==> src/verilog/alb_pkg.sv <==
// Functional notes
// - host address/data lines are inverted onto the sixteen internal bus lines.
// - device address comparison runs only while io page select is asserted.
// - without an enabled address decode, all host bus activity is ignored.
// - address bits 3 to 12 must equal base address jumpers to hit.
// - no register read or write happens without a hit this bus cycle.
// - transceivers receive by default; only transfer or interrupt logic turns them.
// - one direction signal says whether host transceivers drive or receive.
// - two vectors, receiver and transmitter; bits 3 to 8 from vector jumpers.
// - vector driven only on interrupt command; gate and choice pick which.
// - low three address bits and bus controls decode register and byte enables.
// - exactly four registers: rx status, tx status, rx buffer, tx buffer.
// - word, low byte and high byte transfers, both directions, all registers; reads here are always whole words.
// - output moves host data to internal bus; input moves internal to host.
// - status registers latch control on write and drive status on read.
// - internal bus drivers have a released state besides high and low.
// - acknowledge chain passes receiver before transmitter; receiver has priority.
// - vector is driven only after the host acknowledges a pending request.
`timescale 1ns/1ps
package alb_pkg;
	localparam int DATA_W  = 16;
	localparam int JADDR_W = 10;
	localparam int JVEC_W  = 6;
	// address field positions
	localparam int ADDR_CMP_LO  = 3;
	localparam int ADDR_CMP_HI  = 12;
	localparam int ADDR_BYTE    = 0;
	localparam int ADDR_SEL_LO  = 1;
	localparam int ADDR_SEL_HI  = 2;
	// vector field positions
	localparam int VEC_JMP_LO   = 3;
	localparam int VEC_JMP_HI   = 8;
	localparam int VEC_CHOICE   = 2;
	// register select one-hot positions, word offsets 0, 2, 4, 6
	localparam logic [1:0] REG_RX_CS  = 2'h0;
	localparam logic [1:0] REG_RX_BUF = 2'h1;
	localparam logic [1:0] REG_TX_CS  = 2'h2;
	localparam logic [1:0] REG_TX_BUF = 2'h3;
	localparam logic [3:0] SEL_NONE   = 4'h0;
	localparam logic [DATA_W-1:0] ZERO_WORD = 16'h0000;
	localparam logic VCHOICE_RX = 1'h0;
	localparam logic VCHOICE_TX = 1'h1;

	typedef enum logic [2:0] {
		ST_IDLE,
		ST_ADDR,
		ST_MISS,
		ST_READ,
		ST_READ_DRV,
		ST_WRITE,
		ST_VEC,
		ST_DONE
	} alb_state_t;
endpackage : alb_pkg

// builds one of the two interrupt vectors from the jumpers
module alb_vec_gen (
	input  wire logic [alb_pkg::JVEC_W-1:0] vector_jumpers_in,
	input  wire logic                       vector_choice_in,
	output logic      [alb_pkg::DATA_W-1:0] vector_out
);
	// receiver and transmitter vectors differ only in the choice bit
	always_comb begin
		vector_out = alb_pkg::ZERO_WORD;
		vector_out[alb_pkg::VEC_JMP_HI:alb_pkg::VEC_JMP_LO] =
			vector_jumpers_in;
		vector_out[alb_pkg::VEC_CHOICE] = vector_choice_in;
	end
endmodule : alb_vec_gen

==> src/verilog/alb_port.sv <==
`timescale 1ns/1ps
// bus slave port of the line interface card
module alb_port (
	input  wire logic                        clk_in,
	input  wire logic                        srst_in,
	input  wire logic [alb_pkg::DATA_W-1:0]  host_addr_data_lines_n_in,
	output logic      [alb_pkg::DATA_W-1:0]  host_addr_data_lines_n_out,
	output logic                             host_oe_n_out,
	input  wire logic                        io_page_select_n_in,
	input  wire logic                        sync_n_in,
	input  wire logic                        din_n_in,
	input  wire logic                        dout_n_in,
	input  wire logic                        wtbt_n_in,
	output logic                             reply_n_out,
	input  wire logic                        ack_chain_in_n_in,
	output logic                             ack_chain_out_n_out,
	input  wire logic                        rx_irq_req_in,
	input  wire logic                        tx_irq_req_in,
	input  wire logic [alb_pkg::JADDR_W-1:0] base_address_jumpers_in,
	input  wire logic [alb_pkg::JVEC_W-1:0]  vector_jumpers_in,
	input  wire logic [alb_pkg::DATA_W-1:0]  internal_bus_lines_in,
	output logic      [alb_pkg::DATA_W-1:0]  internal_bus_lines_out,
	output logic                             internal_oe_n_out,
	output logic      [3:0]                  reg_sel_out,
	output logic                             byte_low_out,
	output logic                             byte_high_out,
	output logic                             write_en_out,
	output logic                             read_en_out,
	output logic                             transceiver_direction_out,
	output logic                             vector_gate_out,
	output logic                             vector_choice_out
);
	alb_pkg::alb_state_t state;
	alb_pkg::alb_state_t next_state;
	logic [alb_pkg::DATA_W-1:0] addr_lat;
	logic                       addr_hit;
	logic [alb_pkg::DATA_W-1:0] vec_word;
	logic [alb_pkg::DATA_W-1:0] host_true;
	logic                       sync_on;
	logic                       din_on;
	logic                       dout_on;
	logic                       ack_on;
	logic                       pick_rx;
	logic                       pick_tx;
	logic                       next_choice;

	// active-low host lines carry inverted data
	assign host_true = ~host_addr_data_lines_n_in;
	assign sync_on   = ~sync_n_in;
	assign din_on    = ~din_n_in;
	assign dout_on   = ~dout_n_in;
	assign ack_on    = ~ack_chain_in_n_in;
	// receiver is offered the acknowledge first
	assign pick_rx   = rx_irq_req_in;
	assign pick_tx   = ~rx_irq_req_in & tx_irq_req_in;

	// jumpered base address compare over bits 3..12
	function automatic logic addr_match(
		input logic [alb_pkg::DATA_W-1:0]  a,
		input logic [alb_pkg::JADDR_W-1:0] j
	);
		addr_match = (a[alb_pkg::ADDR_CMP_HI:alb_pkg::ADDR_CMP_LO] == j);
	endfunction : addr_match

	// one-hot register select from address bits 2..1
	function automatic logic [3:0] reg_decode(
		input logic [alb_pkg::DATA_W-1:0] a
	);
		logic [1:0] idx;
		idx = a[alb_pkg::ADDR_SEL_HI:alb_pkg::ADDR_SEL_LO];
		reg_decode = alb_pkg::SEL_NONE;
		reg_decode[idx] = 1'h1;
	endfunction : reg_decode

	// choice the coming edge will hold; the vector word is built from it so
	// the choice bit is already right in the first driven cycle
	always_comb begin
		next_choice = vector_choice_out;
		if (state == alb_pkg::ST_IDLE && next_state == alb_pkg::ST_VEC)
			next_choice = pick_rx ? alb_pkg::VCHOICE_RX
			                      : alb_pkg::VCHOICE_TX;
	end

	alb_vec_gen u_vec (
		.vector_jumpers_in (vector_jumpers_in),
		.vector_choice_in  (next_choice),
		.vector_out        (vec_word)
	);

	// transfer sequencer; sync released ends every cycle but a vector cycle, which ends when din is released
	always_comb begin
		next_state = state;
		case (state)
			alb_pkg::ST_IDLE: begin
				if (sync_on) begin
					// decode only with io page select; else ignore bus
					if (~io_page_select_n_in &&
					    addr_match(host_true, base_address_jumpers_in))
						next_state = alb_pkg::ST_ADDR;
					else
						next_state = alb_pkg::ST_MISS;
				end else if (din_on && ack_on && (pick_rx || pick_tx)) begin
					next_state = alb_pkg::ST_VEC;
				end
			end
			alb_pkg::ST_ADDR: begin
				if (!sync_on)
					next_state = alb_pkg::ST_IDLE;
				else if (din_on)
					next_state = alb_pkg::ST_READ;
				else if (dout_on)
					next_state = alb_pkg::ST_WRITE;
			end
			alb_pkg::ST_MISS: begin
				if (!sync_on)
					next_state = alb_pkg::ST_IDLE;
			end
			alb_pkg::ST_READ: begin
				next_state = sync_on ? alb_pkg::ST_READ_DRV : alb_pkg::ST_IDLE;
			end
			alb_pkg::ST_READ_DRV: begin
				if (!sync_on)
					next_state = alb_pkg::ST_IDLE;
				else if (!din_on)
					next_state = alb_pkg::ST_DONE;
			end
			alb_pkg::ST_WRITE: begin
				if (!sync_on)
					next_state = alb_pkg::ST_IDLE;
				else if (!dout_on)
					next_state = alb_pkg::ST_DONE;
			end
			alb_pkg::ST_VEC: begin
				if (!din_on)
					next_state = alb_pkg::ST_IDLE;
			end
			alb_pkg::ST_DONE: begin
				if (!sync_on)
					next_state = alb_pkg::ST_IDLE;
			end
			default: next_state = alb_pkg::ST_IDLE;
		endcase
	end

	// state register
	always_ff @(posedge clk_in) begin
		if (srst_in)
			state <= alb_pkg::ST_IDLE;
		else
			state <= next_state;
	end

	// address latch and hit flag, held for the whole bus cycle
	always_ff @(posedge clk_in) begin
		if (srst_in) begin
			addr_lat <= alb_pkg::ZERO_WORD;
			addr_hit <= 1'h0;
		end else if (state == alb_pkg::ST_IDLE && sync_on) begin
			addr_lat <= host_true;
			addr_hit <= (next_state == alb_pkg::ST_ADDR);
		end else if (next_state == alb_pkg::ST_IDLE) begin
			addr_hit <= 1'h0;
		end
	end

	// register and byte enables; cleared the edge din, dout or sync drops
	always_ff @(posedge clk_in) begin
		if (srst_in) begin
			reg_sel_out   <= alb_pkg::SEL_NONE;
			byte_low_out  <= 1'h0;
			byte_high_out <= 1'h0;
			write_en_out  <= 1'h0;
			read_en_out   <= 1'h0;
		end else if (addr_hit && (next_state == alb_pkg::ST_READ ||
		             next_state == alb_pkg::ST_READ_DRV)) begin
			reg_sel_out   <= reg_decode(addr_lat);
			byte_low_out  <= 1'h1; // reads are always whole words
			byte_high_out <= 1'h1;
			read_en_out   <= 1'h1; // status gated out on read
			write_en_out  <= 1'h0;
		end else if (addr_hit && next_state == alb_pkg::ST_WRITE) begin
			reg_sel_out   <= reg_decode(addr_lat);
			// byte write picks lane from address bit 0
			byte_low_out  <= wtbt_n_in | ~addr_lat[alb_pkg::ADDR_BYTE];
			byte_high_out <= wtbt_n_in | addr_lat[alb_pkg::ADDR_BYTE];
			write_en_out  <= 1'h1; // control latched on write
			read_en_out   <= 1'h0;
		end else begin
			reg_sel_out   <= alb_pkg::SEL_NONE;
			byte_low_out  <= 1'h0;
			byte_high_out <= 1'h0;
			write_en_out  <= 1'h0;
			read_en_out   <= 1'h0;
		end
	end

	// internal bus drive: only during a write, otherwise released
	always_ff @(posedge clk_in) begin
		if (srst_in) begin
			internal_bus_lines_out <= alb_pkg::ZERO_WORD;
			internal_oe_n_out      <= 1'h1;
		end else if (addr_hit && next_state == alb_pkg::ST_WRITE) begin
			internal_bus_lines_out <= host_true;
			internal_oe_n_out      <= 1'h0;
		end else begin
			// released so the selected register can drive it
			internal_bus_lines_out <= host_true;
			internal_oe_n_out      <= 1'h1;
		end
	end

	// host side drive: read data or a vector, else receive
	always_ff @(posedge clk_in) begin
		if (srst_in) begin
			host_addr_data_lines_n_out <= ~alb_pkg::ZERO_WORD;
			host_oe_n_out              <= 1'h1;
			transceiver_direction_out  <= 1'h0;
		end else if (next_state == alb_pkg::ST_READ_DRV) begin
			// one cycle after select so register data has settled
			host_addr_data_lines_n_out <= ~internal_bus_lines_in;
			host_oe_n_out              <= 1'h0;
			transceiver_direction_out  <= 1'h1;
		end else if (next_state == alb_pkg::ST_VEC) begin
			host_addr_data_lines_n_out <= ~vec_word;
			host_oe_n_out              <= 1'h0;
			transceiver_direction_out  <= 1'h1;
		end else begin
			host_addr_data_lines_n_out <= ~alb_pkg::ZERO_WORD;
			host_oe_n_out              <= 1'h1; // default receive
			transceiver_direction_out  <= 1'h0;
		end
	end

	// reply strobe follows the data phase
	always_ff @(posedge clk_in) begin
		if (srst_in)
			reply_n_out <= 1'h1;
		else
			reply_n_out <= ~(next_state == alb_pkg::ST_READ_DRV ||
			                 next_state == alb_pkg::ST_WRITE ||
			                 next_state == alb_pkg::ST_VEC);
	end

	// vector gate and choice; choice frozen during the vector cycle
	always_ff @(posedge clk_in) begin
		if (srst_in) begin
			vector_gate_out   <= 1'h0;
			vector_choice_out <= alb_pkg::VCHOICE_RX;
		end else if (state == alb_pkg::ST_IDLE &&
		             next_state == alb_pkg::ST_VEC) begin
			vector_gate_out   <= 1'h1;
			vector_choice_out <= next_choice;
		end else if (next_state != alb_pkg::ST_VEC) begin
			vector_gate_out   <= 1'h0;
		end
	end

	// pass acknowledge on only when no request of ours is pending
	always_ff @(posedge clk_in) begin
		if (srst_in)
			ack_chain_out_n_out <= 1'h1;
		else if (ack_on && !rx_irq_req_in && !tx_irq_req_in &&
		         state == alb_pkg::ST_IDLE)
			ack_chain_out_n_out <= 1'h0;
		else if (!ack_on)
			ack_chain_out_n_out <= 1'h1;
	end
endmodule : alb_port
==> config.mk <==
export PLATFORM = sky130hd
export DESIGN_NAME = alb_port
export DESIGN_NICKNAME = d
export VERILOG_FILES = /design/src/verilog/alb_pkg.sv /design/src/verilog/alb_port.sv
export SDC_FILE = /design/constraint.sdc
export NUM_CORES = 1
export LEC_CHECK = 0
export BUFFER_PORTS_ARGS = -buffer_cell sky130_fd_sc_hd__buf_2
export CORE_ASPECT_RATIO = 1.5
export CORE_MARGIN = 8
export CORE_UTILIZATION = 28
export CTS_CLUSTER_DIAMETER = 80
export DETAILED_ROUTE_END_ITERATION = 8
export PLACE_DENSITY = 0.61
export RECOVER_POWER = 50
export SYNTH_ARGS = -nofsm -noshare
export SYNTH_HDL_FRONTEND = slang
export SYNTH_SLANG_ARGS = --single-unit
==> constraint.sdc <==
create_clock -name clk_in -period 6.1 [get_ports clk_in]
set_input_delay 0.915 -clock clk_in [delete_from_list [all_inputs] [get_ports clk_in]]
set_output_delay 0.915 -clock clk_in [all_outputs]
set_load 0.02 [all_outputs]
# Word-level counts from Yosys, hierarchy flattened
# Index checks and enable logic that the tools add are counted.
# totals
regBits,54
in_bits,58
output_inout_bits,47
wordCells,109
# classes
n_lt_le_gt_ge,2
n_eq_ne,14
muxes,39
n_bitwise,13
reduce_logical,24
# op_table
cell,count
3-bit 2-to-1 mux,12
16-bit 2-to-1 mux,2
16-bit inverter,2
3-bit == test (second input constant),7
3-bit case mux with 7 select lines,1
1-bit 2-to-1 mux,20
9-bit inverter with 16-bit output,1
1-bit logical AND,11
10-bit == test,1
3-bit by 2-bit == test with 1-bit output (second input constant),3
4-bit 2-to-1 mux,2
1-bit inverter,7
3-bit by 1-bit == test with 1-bit output (second input constant),2
3-bit logical NOT,2
2-bit nonzero test,3
1-bit logical OR,4
2-bit OR reduction,2
2-bit by 3-bit < comparator with 1-bit output (second input constant),1
3-bit != test (second input constant),1
1-bit demux with 2-bit select,1
2-bit by 1-bit >= comparator with 1-bit output (second input constant),1
1-bit logical NOT,2
2-bit 2-to-1 mux,1
1-bit OR,2
1-bit bitwise AND,1

# Longest topological paths before layout
# Gate-level depths: netlist of the first run.
# depth
depth_word,13
ltp_mapped,8
ltp_nobuf,6

# Modules after synthesis
# A second synthesis of the first run with hierarchy kept.
# unflattened
hier_cells,219
hier_area_um2,2167.1
# modules_own_cells
module,n_inst,cells_each,area_each_um2,seq_area_each_um2
alb_port,1,202,2043.2,1081.0
alb_vec_gen,1,17,123.9,0.0

# Worst setup path before layout of the first run
# OpenSTA, ideal clock, no wires.
# synth_path
path_type,input to register
from,input port din_n_in
to,register host_addr_data_lines_n_out[0] (netlist name)
setup_ps,112
arrival_time_ps,2653
required_time_ps,5988
path_slack_ps,3334
path_stages,8
path_buffers,2
path_cell_list,buf_2 > or3b_1 > a21oi_2 > o32ai_2 > a2111oi_4 > and3_1 > buf_6 > nand2_1
# synth_via
elab_chain_cells,9
elab_cells_between_ends,15
classes_between,eq/ne: 2; mux: 10; bitwise: 1; reduce/logical: 2
# synth_lines
item,line,rtl
"start, declared",alb_port.sv:11,"input wire logic din_n_in,"
1-bit inverter,alb_port.sv:50,assign din_on = ~din_n_in;
1-bit logical AND (2 in a row),alb_port.sv:102,end else if (din_on && ack_on && (pick_rx || pick_tx)) begin
3-bit 2-to-1 mux,alb_port.sv:102,
3-bit 2-to-1 mux,alb_port.sv:95,if (sync_on) begin
3-bit case mux with 7 select lines *,alb_port.sv:93,case (state)
3-bit == test,alb_port.sv:223,end else if (next_state == alb_pkg::ST_VEC) begin
16-bit 2-to-1 mux,alb_port.sv:223,
16-bit 2-to-1 mux *,alb_port.sv:218,end else if (next_state == alb_pkg::ST_READ_DRV) begin
"end signal, assigned",alb_port.sv:220,host_addr_data_lines_n_out <= ~internal_bus_lines_in;
"end signal, assigned",alb_port.sv:224,host_addr_data_lines_n_out <= ~vec_word;
"end signal, assigned",alb_port.sv:228,host_addr_data_lines_n_out <= ~alb_pkg::ZERO_WORD;
"end, declared",alb_port.sv:7,"output logic [alb_pkg::DATA_W-1:0] host_addr_data_lines_n_out,"
# Mark *: on every way between the ends. The rest lies on a longest branch, timed or not.
# A chain may end at the register's enable or synchronous reset.

# Worst setup path in the final report of the first run
# layout_path
from,input port din_n_in
to,register host_addr_data_lines_n_out[11] (netlist name)
# Same word-level chain as after synthesis.

==> flow_metrics.tcl, run 1 <==
set metrics [dict create \
    status "complete, no violations" \
    min_path_type "reg -> reg" \
    crit_end "host_addr_data_lines_n_out[11]" \
    required_ns 6.29 \
    synth_top_area_frac 0.565 \
    reg2reg_depth 6 \
    layout-drive-gt1-share 0.314 \
    post-route-period-util 0.453 \
    async_flop_share 0 \
    dieArea_um2 9790 \
    ys_ff_latch 54 \
    cts-htree-levels 2 \
    start_util 0.283 \
    seq_area_frac_synth 0.565 \
    rsz0062_at_grt "no" \
    synth_common_cells "dfxtp_1 (54), nor2_1 (31), nand2_1 (12)" \
    worstPathCellList "buf_2, or3b_1, a21oi_2, o32ai_2, a2111oi_4, and3_1, nand2_1" \
    io_buffers 104 \
    synth-main-ff-cell "dfxtp_1" \
    grt_first_pass_wirelength_mm 8.32 \
    syn_area_per_cell_um2 10.2 \
    drt-pass1-iter-count 4 \
    critical_path.startpoint "din_n_in" \
    postCtsSetupBuffers 0 \
    grt_use_total 0.103 \
    critPathKind "in -> reg" \
    ys_types 42 \
    gp_congestion 0.780 \
    vias 1666 \
    areaGrowthSynthToFinish_pct 32.7 \
    dp_cells 360 \
    r2r-start "state[0]" \
    synthTopCellsByArea "dfxtp_1 (57%), nor2_1 (6.1%), xor2_1 (4.6%)" \
    grt_remaining_overflow 0 \
    maxSlewViolCount 0 \
    cp-start-kind "input pin" \
    drtIter0Drc 43 \
    drc 0 \
    cts_resized 0 \
    path_max_fanout 10 \
    stdcell_area_um2 2540 \
    setup_tns_ns 0 \
    syn_area_um2 1910 \
    placed_cell_area_um2 2470 \
    final_cells 368 \
    yosysTopAreaCell "dfxtp_1" \
    holdBufCountCts 0 \
    antennaDiodeCount 0 \
    ir_drop_mv 0.100 \
    post_drt_via_cell_ratio 4.53 \
    row_count 37 \
    die_x_um 83.5 \
    clock-sinks 54 \
    final_nets 347 \
    r2r_slack_ns 3.49 \
    period_needed_ns 2.77 \
    clock_latency_ns 0.30 \
    synth_enable_flop_cells 0 \
    root_buffer "clkbuf_8" \
    r2r_end "host_addr_data_lines_n_out[11]" \
    cts_buffers 5 \
    cts.clk_slew.worst_paths_ns 0.09 \
    drt-wirelength-per-cell_um 13.6 \
    worst_pin_slew_ns 1.26 \
    wirelength_mm 5.02 \
    core_area_um2 6760 \
    drv_cap 0 \
    synth.net_count 246 \
    critPathMaxStageDelay_ns 0.61 \
    hold_depth 1 \
    power.density_nw_per_um2 271 \
    clockBufferDepth 2 \
    setup_viol 0 \
    end_kind "register" \
    synth_cells 188 \
    yosysMostFrequentCell "dfxtp_1" \
    dp_hpwl_mm 3.99 \
    io_pins 105 \
    antenna_found_initial 0 \
    dieHeight_um 117 \
    grt_max_degree 29 \
    leakagePower_uw 0.00104 \
    synth_warnings 0 \
    cp.arrival_ns 2.96 \
    drtAntennaViolNets 0 \
    fin_skew_ns 0.00873 \
    max_freq_mhz 362 \
    grt_pass1_vias 1789 \
    cts_tree "built" \
    hold_viol 0 \
    slew_headroom 0.159 \
    cp_slowest_cell "a2111oi_4" \
]
==> per-layer routing <==
layer / part of all wire / vias up / global-route usage / wire [µm]
li1: - / 853 / - / -
met3: 0.12 / 7 / 0.0623 / 616
met5: 0 / - / 0 / 0
met4: 0.019 / 0 / 0.0370 / 95
met2: 0.45 / 80 / 0.174 / 2270
met1: 0.41 / 726 / 0.104 / 2040
==> report_power, final <==
group | switching, µW | internal, µW
registers | 7.77 | 367
logic | 57.9 | 38.9
clock network | 114 | 104
total | 179 | 510
==> cell usage in the layout, fill, tap and decap left out, types with 2 or more instances in the layout <==
| cell type | n |
|---|---|
| o21ai_0 | 2 |
| dfxtp_1 | 54 |
| a21oi_1 | 6 |
| xor2_1 | 10 |
| nor4_1 | 2 |
| clkbuf_1 | 33 |
| o211ai_1 | 3 |
| nand2_1 | 12 |
| inv_1 | 6 |
| nand3_1 | 4 |
| nand3b_1 | 2 |
| o221ai_1 | 6 |
| clkbuf_8 | 7 |
| nor2b_1 | 2 |
| nand2b_1 | 2 |
| nand4_1 | 3 |
| nor4b_1 | 2 |
| nor2_1 | 31 |
| a211oi_1 | 3 |
| buf_2 | 71 |
| nor3_1 | 4 |
| a31oi_1 | 3 |
| a211o_1 | 2 |
==> layout make-up <==
type	count	area, µm²
Fill cell	716	4220
Sequential cell	54	1080
Multi-Input combinational cell	118	753
Timing Repair Buffer	104	479
Tap cell	78	97.6
Clock buffer	7	96.3
Inverter	6	22.5
Clock inverter	1	8.76
==> critical path: cells and delay by family <==
kind	cells	cell delay [ns]
compound gates	3	0.93
buf+inv	1	0.16
simple gates	3	0.95
==> registers in the layout (all words and copies together) (netlist names) <==
signal,cells
byte_high_out,1
addr_lat,3
write_en_out,1
read_en_out,1
reg_sel_out,4
transceiver_direction_out,1
addr_hit,1
vector_gate_out,1
ack_chain_out_n_out,1
reply_n_out,1
internal_bus_lines_out,16
host_oe_n_out,1
internal_oe_n_out,1
state,3
byte_low_out,1
vector_choice_out,1
host_addr_data_lines_n_out,16
==> metrics by stage <==
| step | power [µW] | hold WS (ns) | utilization | setup slack (ns) |
|---|---|---|---|---|
| after floorplan | 443 | 0.456 | - | 3.33 |
| after global placement | 482 | 0.442 | 0.366 | 3.06 |
| after detailed placement | 482 | 0.448 | 0.366 | 2.99 |
| after CTS | 704 | 0.474 | 0.382 | 3.32 |
| after global routing | 727 | 0.507 | 0.376 | 3.19 |
| final | 689 | 0.468 | 0.376 | 3.33 |
==> worst min path at each step <==
stage	from	to
floorplan	addr_lat[2]	reg_sel_out[3]
global placement	ack_chain_out_n_out	ack_chain_out_n_out
detailed placement	ack_chain_out_n_out	ack_chain_out_n_out
CTS	ack_chain_out_n_out	ack_chain_out_n_out
global route	ack_chain_out_n_out	ack_chain_out_n_out
finish	ack_chain_out_n_out	ack_chain_out_n_out
==> kinds of logic after synthesis <==
group,Yosys count,synth area share
AO/OA/AOI/OAI,32,0.136
XOR/XNOR,10,0.0458
buffers and inverters,16,0.0412
flip-flops,54,0.565
multiplexers,1,0.00589
AND/OR/NAND/NOR,75,0.206
Note: power is estimated with default switching activity, not from simulation.
==> run 2: changes to the inputs <==
==> constraint.sdc (replaced) <==
create_clock -name clk_in -period 2.55 [get_ports clk_in]
set_input_delay 0.3825 -clock clk_in [delete_from_list [all_inputs] [get_ports clk_in]]
set_output_delay 0.3825 -clock clk_in [all_outputs]
set_load 0.02 [all_outputs]
==> flow_metrics.tcl, run 2 (synthesis results as in run 1) <==
set metrics [dict create \
    status "complete, no violations" \
    cts_buffers 5 \
    root_buffer "clkbuf_8" \
    cp-start-kind "register" \
    pwr-share-seq 0.523 \
    io_pins 105 \
    row_count 37 \
    grt_remaining_overflow 0 \
    layout-drive-gt1-share 0.314 \
    layout_common_cells "buf_2 (69), dfxtp_1 (54), clkbuf_1 (35)" \
    postCtsSetupBuffers 0 \
    drtIter0Drc 50 \
    wirelength_mm 5.11 \
    clock-sinks 54 \
    placed_cell_area_um2 2500 \
    drt-wirelength-per-cell_um 13.8 \
    worst_pin_slew_ns 1.30 \
    clkPwrFrac 0.338 \
    drv_cap 0 \
    end_kind "register" \
    antennaDiodeCount 0 \
    power.density_nw_per_um2 667 \
    post-route-period-util 0.893 \
    p_switching_uw 443 \
    final_cells 371 \
    hold_viol 0 \
    gp_congestion 0.817 \
    core_area_um2 6760 \
    die_x_um 83.5 \
    grt_first_pass_wirelength_mm 8.08 \
    cts-htree-levels 2 \
    setup_tns_ns 0 \
    post_drt_via_cell_ratio 4.61 \
    comb_power_share 0.139 \
    io_buffers 104 \
    grt_max_degree 29 \
    leakagePower_uw 0.00106 \
    ir_drop_mv 0.289 \
    fin_ws_ns 0.272 \
    slew_headroom 0.130 \
    drc 0 \
    dieHeight_um 117 \
    cts_tree "built" \
    p_sw_frac 0.259 \
    holdBufCountCts 0 \
    min_path_type "in -> reg" \
    grt_pass1_vias 1763 \
    critPathKind "reg -> reg" \
    path_max_fanout 12 \
    clockBufferDepth 2 \
    dp_hpwl_mm 3.98 \
    maxSlewViolCount 0 \
    max_freq_mhz 439 \
    top_regs "host_addr_data_lines_n_out x16, internal_bus_lines_out x16, reg_sel_out x4" \
    cp.arrival_ns 2.47 \
    start_util 0.283 \
    cts.clk_slew.worst_paths_ns 0.10 \
    required_ns 2.75 \
    final_common_cell "buf_2" \
    final_nets 350 \
    setup_viol 0 \
    dp_cells 363 \
    grt_use_total 0.101 \
    antenna_found_initial 0 \
    dieArea_um2 9790 \
    cts_resized 0 \
    internal-power_uw 1270 \
    areaGrowthSynthToFinish_pct 34.1 \
    rsz0062_at_grt "no" \
    clock_latency_ns 0.30 \
    drt-pass1-iter-count 4 \
    stdcell_area_um2 2570 \
    drtAntennaViolNets 0 \
    fin_skew_ns 0.00346 \
    vias 1712 \
    period_needed_ns 2.28 \
    pre_cts_ws_ns 0.193 \
]
==> run 2: area by class of cell <==
cell class | count | area (µm²)
fill | 716 | 4190
tap | 78 | 97.6
timing repair buffer | 107 | 499
clock buffer | 5 | 68.8
multi-input combinational | 118 | 753
inverter | 6 | 22.5
sequential | 54 | 1080
clock inverter | 3 | 43.8
==> run 2: final timing paths <==
| kind | slack [ns] | endpoint | from | depth (start not counted) |
|---|---|---|---|---|
| min | 0.21 | internal_bus_lines_out[15] | host_addr_data_lines_n_in[15] | 2 |
| min reg2reg | 0.47 | ack_chain_out_n_out | ack_chain_out_n_out | 1 |
| max reg2reg | 0.27 | host_addr_data_lines_n_out[0] | state[0] | 6 |
| max | 0.27 | host_addr_data_lines_n_out[0] | state[0] | 6 |
==> run 2: power groups by stage <==
stage	Combinational [µW]	Sequential, µW	Clock (µW)
finish	237	896	578
global route	262	901	641
CTS	246	895	605
detailed placement	245	915	0
global placement	242	914	0
floorplan	119	942	0
==> run 2: per-layer routing <==
| metal | vias to the layer above | part of all wire | track usage |
|---|---|---|---|
| met1 | 743 | 0.38 | 0.0974 |
| met2 | 93 | 0.46 | 0.172 |
| met5 | - | 0 | 0 |
| li1 | 866 | - | - |
| met4 | 0 | 0.022 | 0.0451 |
| met3 | 10 | 0.14 | 0.0616 |
==> run 2: metrics by stage <==
stage | utilization | hold WS, ns | power, µW
2_1_floorplan | - | 0.439 | 1060
3_3_place_gp | 0.369 | 0.443 | 1160
3_5_place_dp | 0.369 | 0.449 | 1160
4_1_cts | 0.386 | 0.197 | 1750
5_1_grt | 0.380 | 0.190 | 1800
6_report | 0.380 | 0.211 | 1710
==> run 2: critical path, cell delays in order (launching register included) <==
cell and delay, ns:
dfxtp_1 0.43, or3_4 0.45, nor4_4 0.24, o32ai_2 0.19
a2111oi_4 0.36, and3_1 0.41, nand2_1 0.09
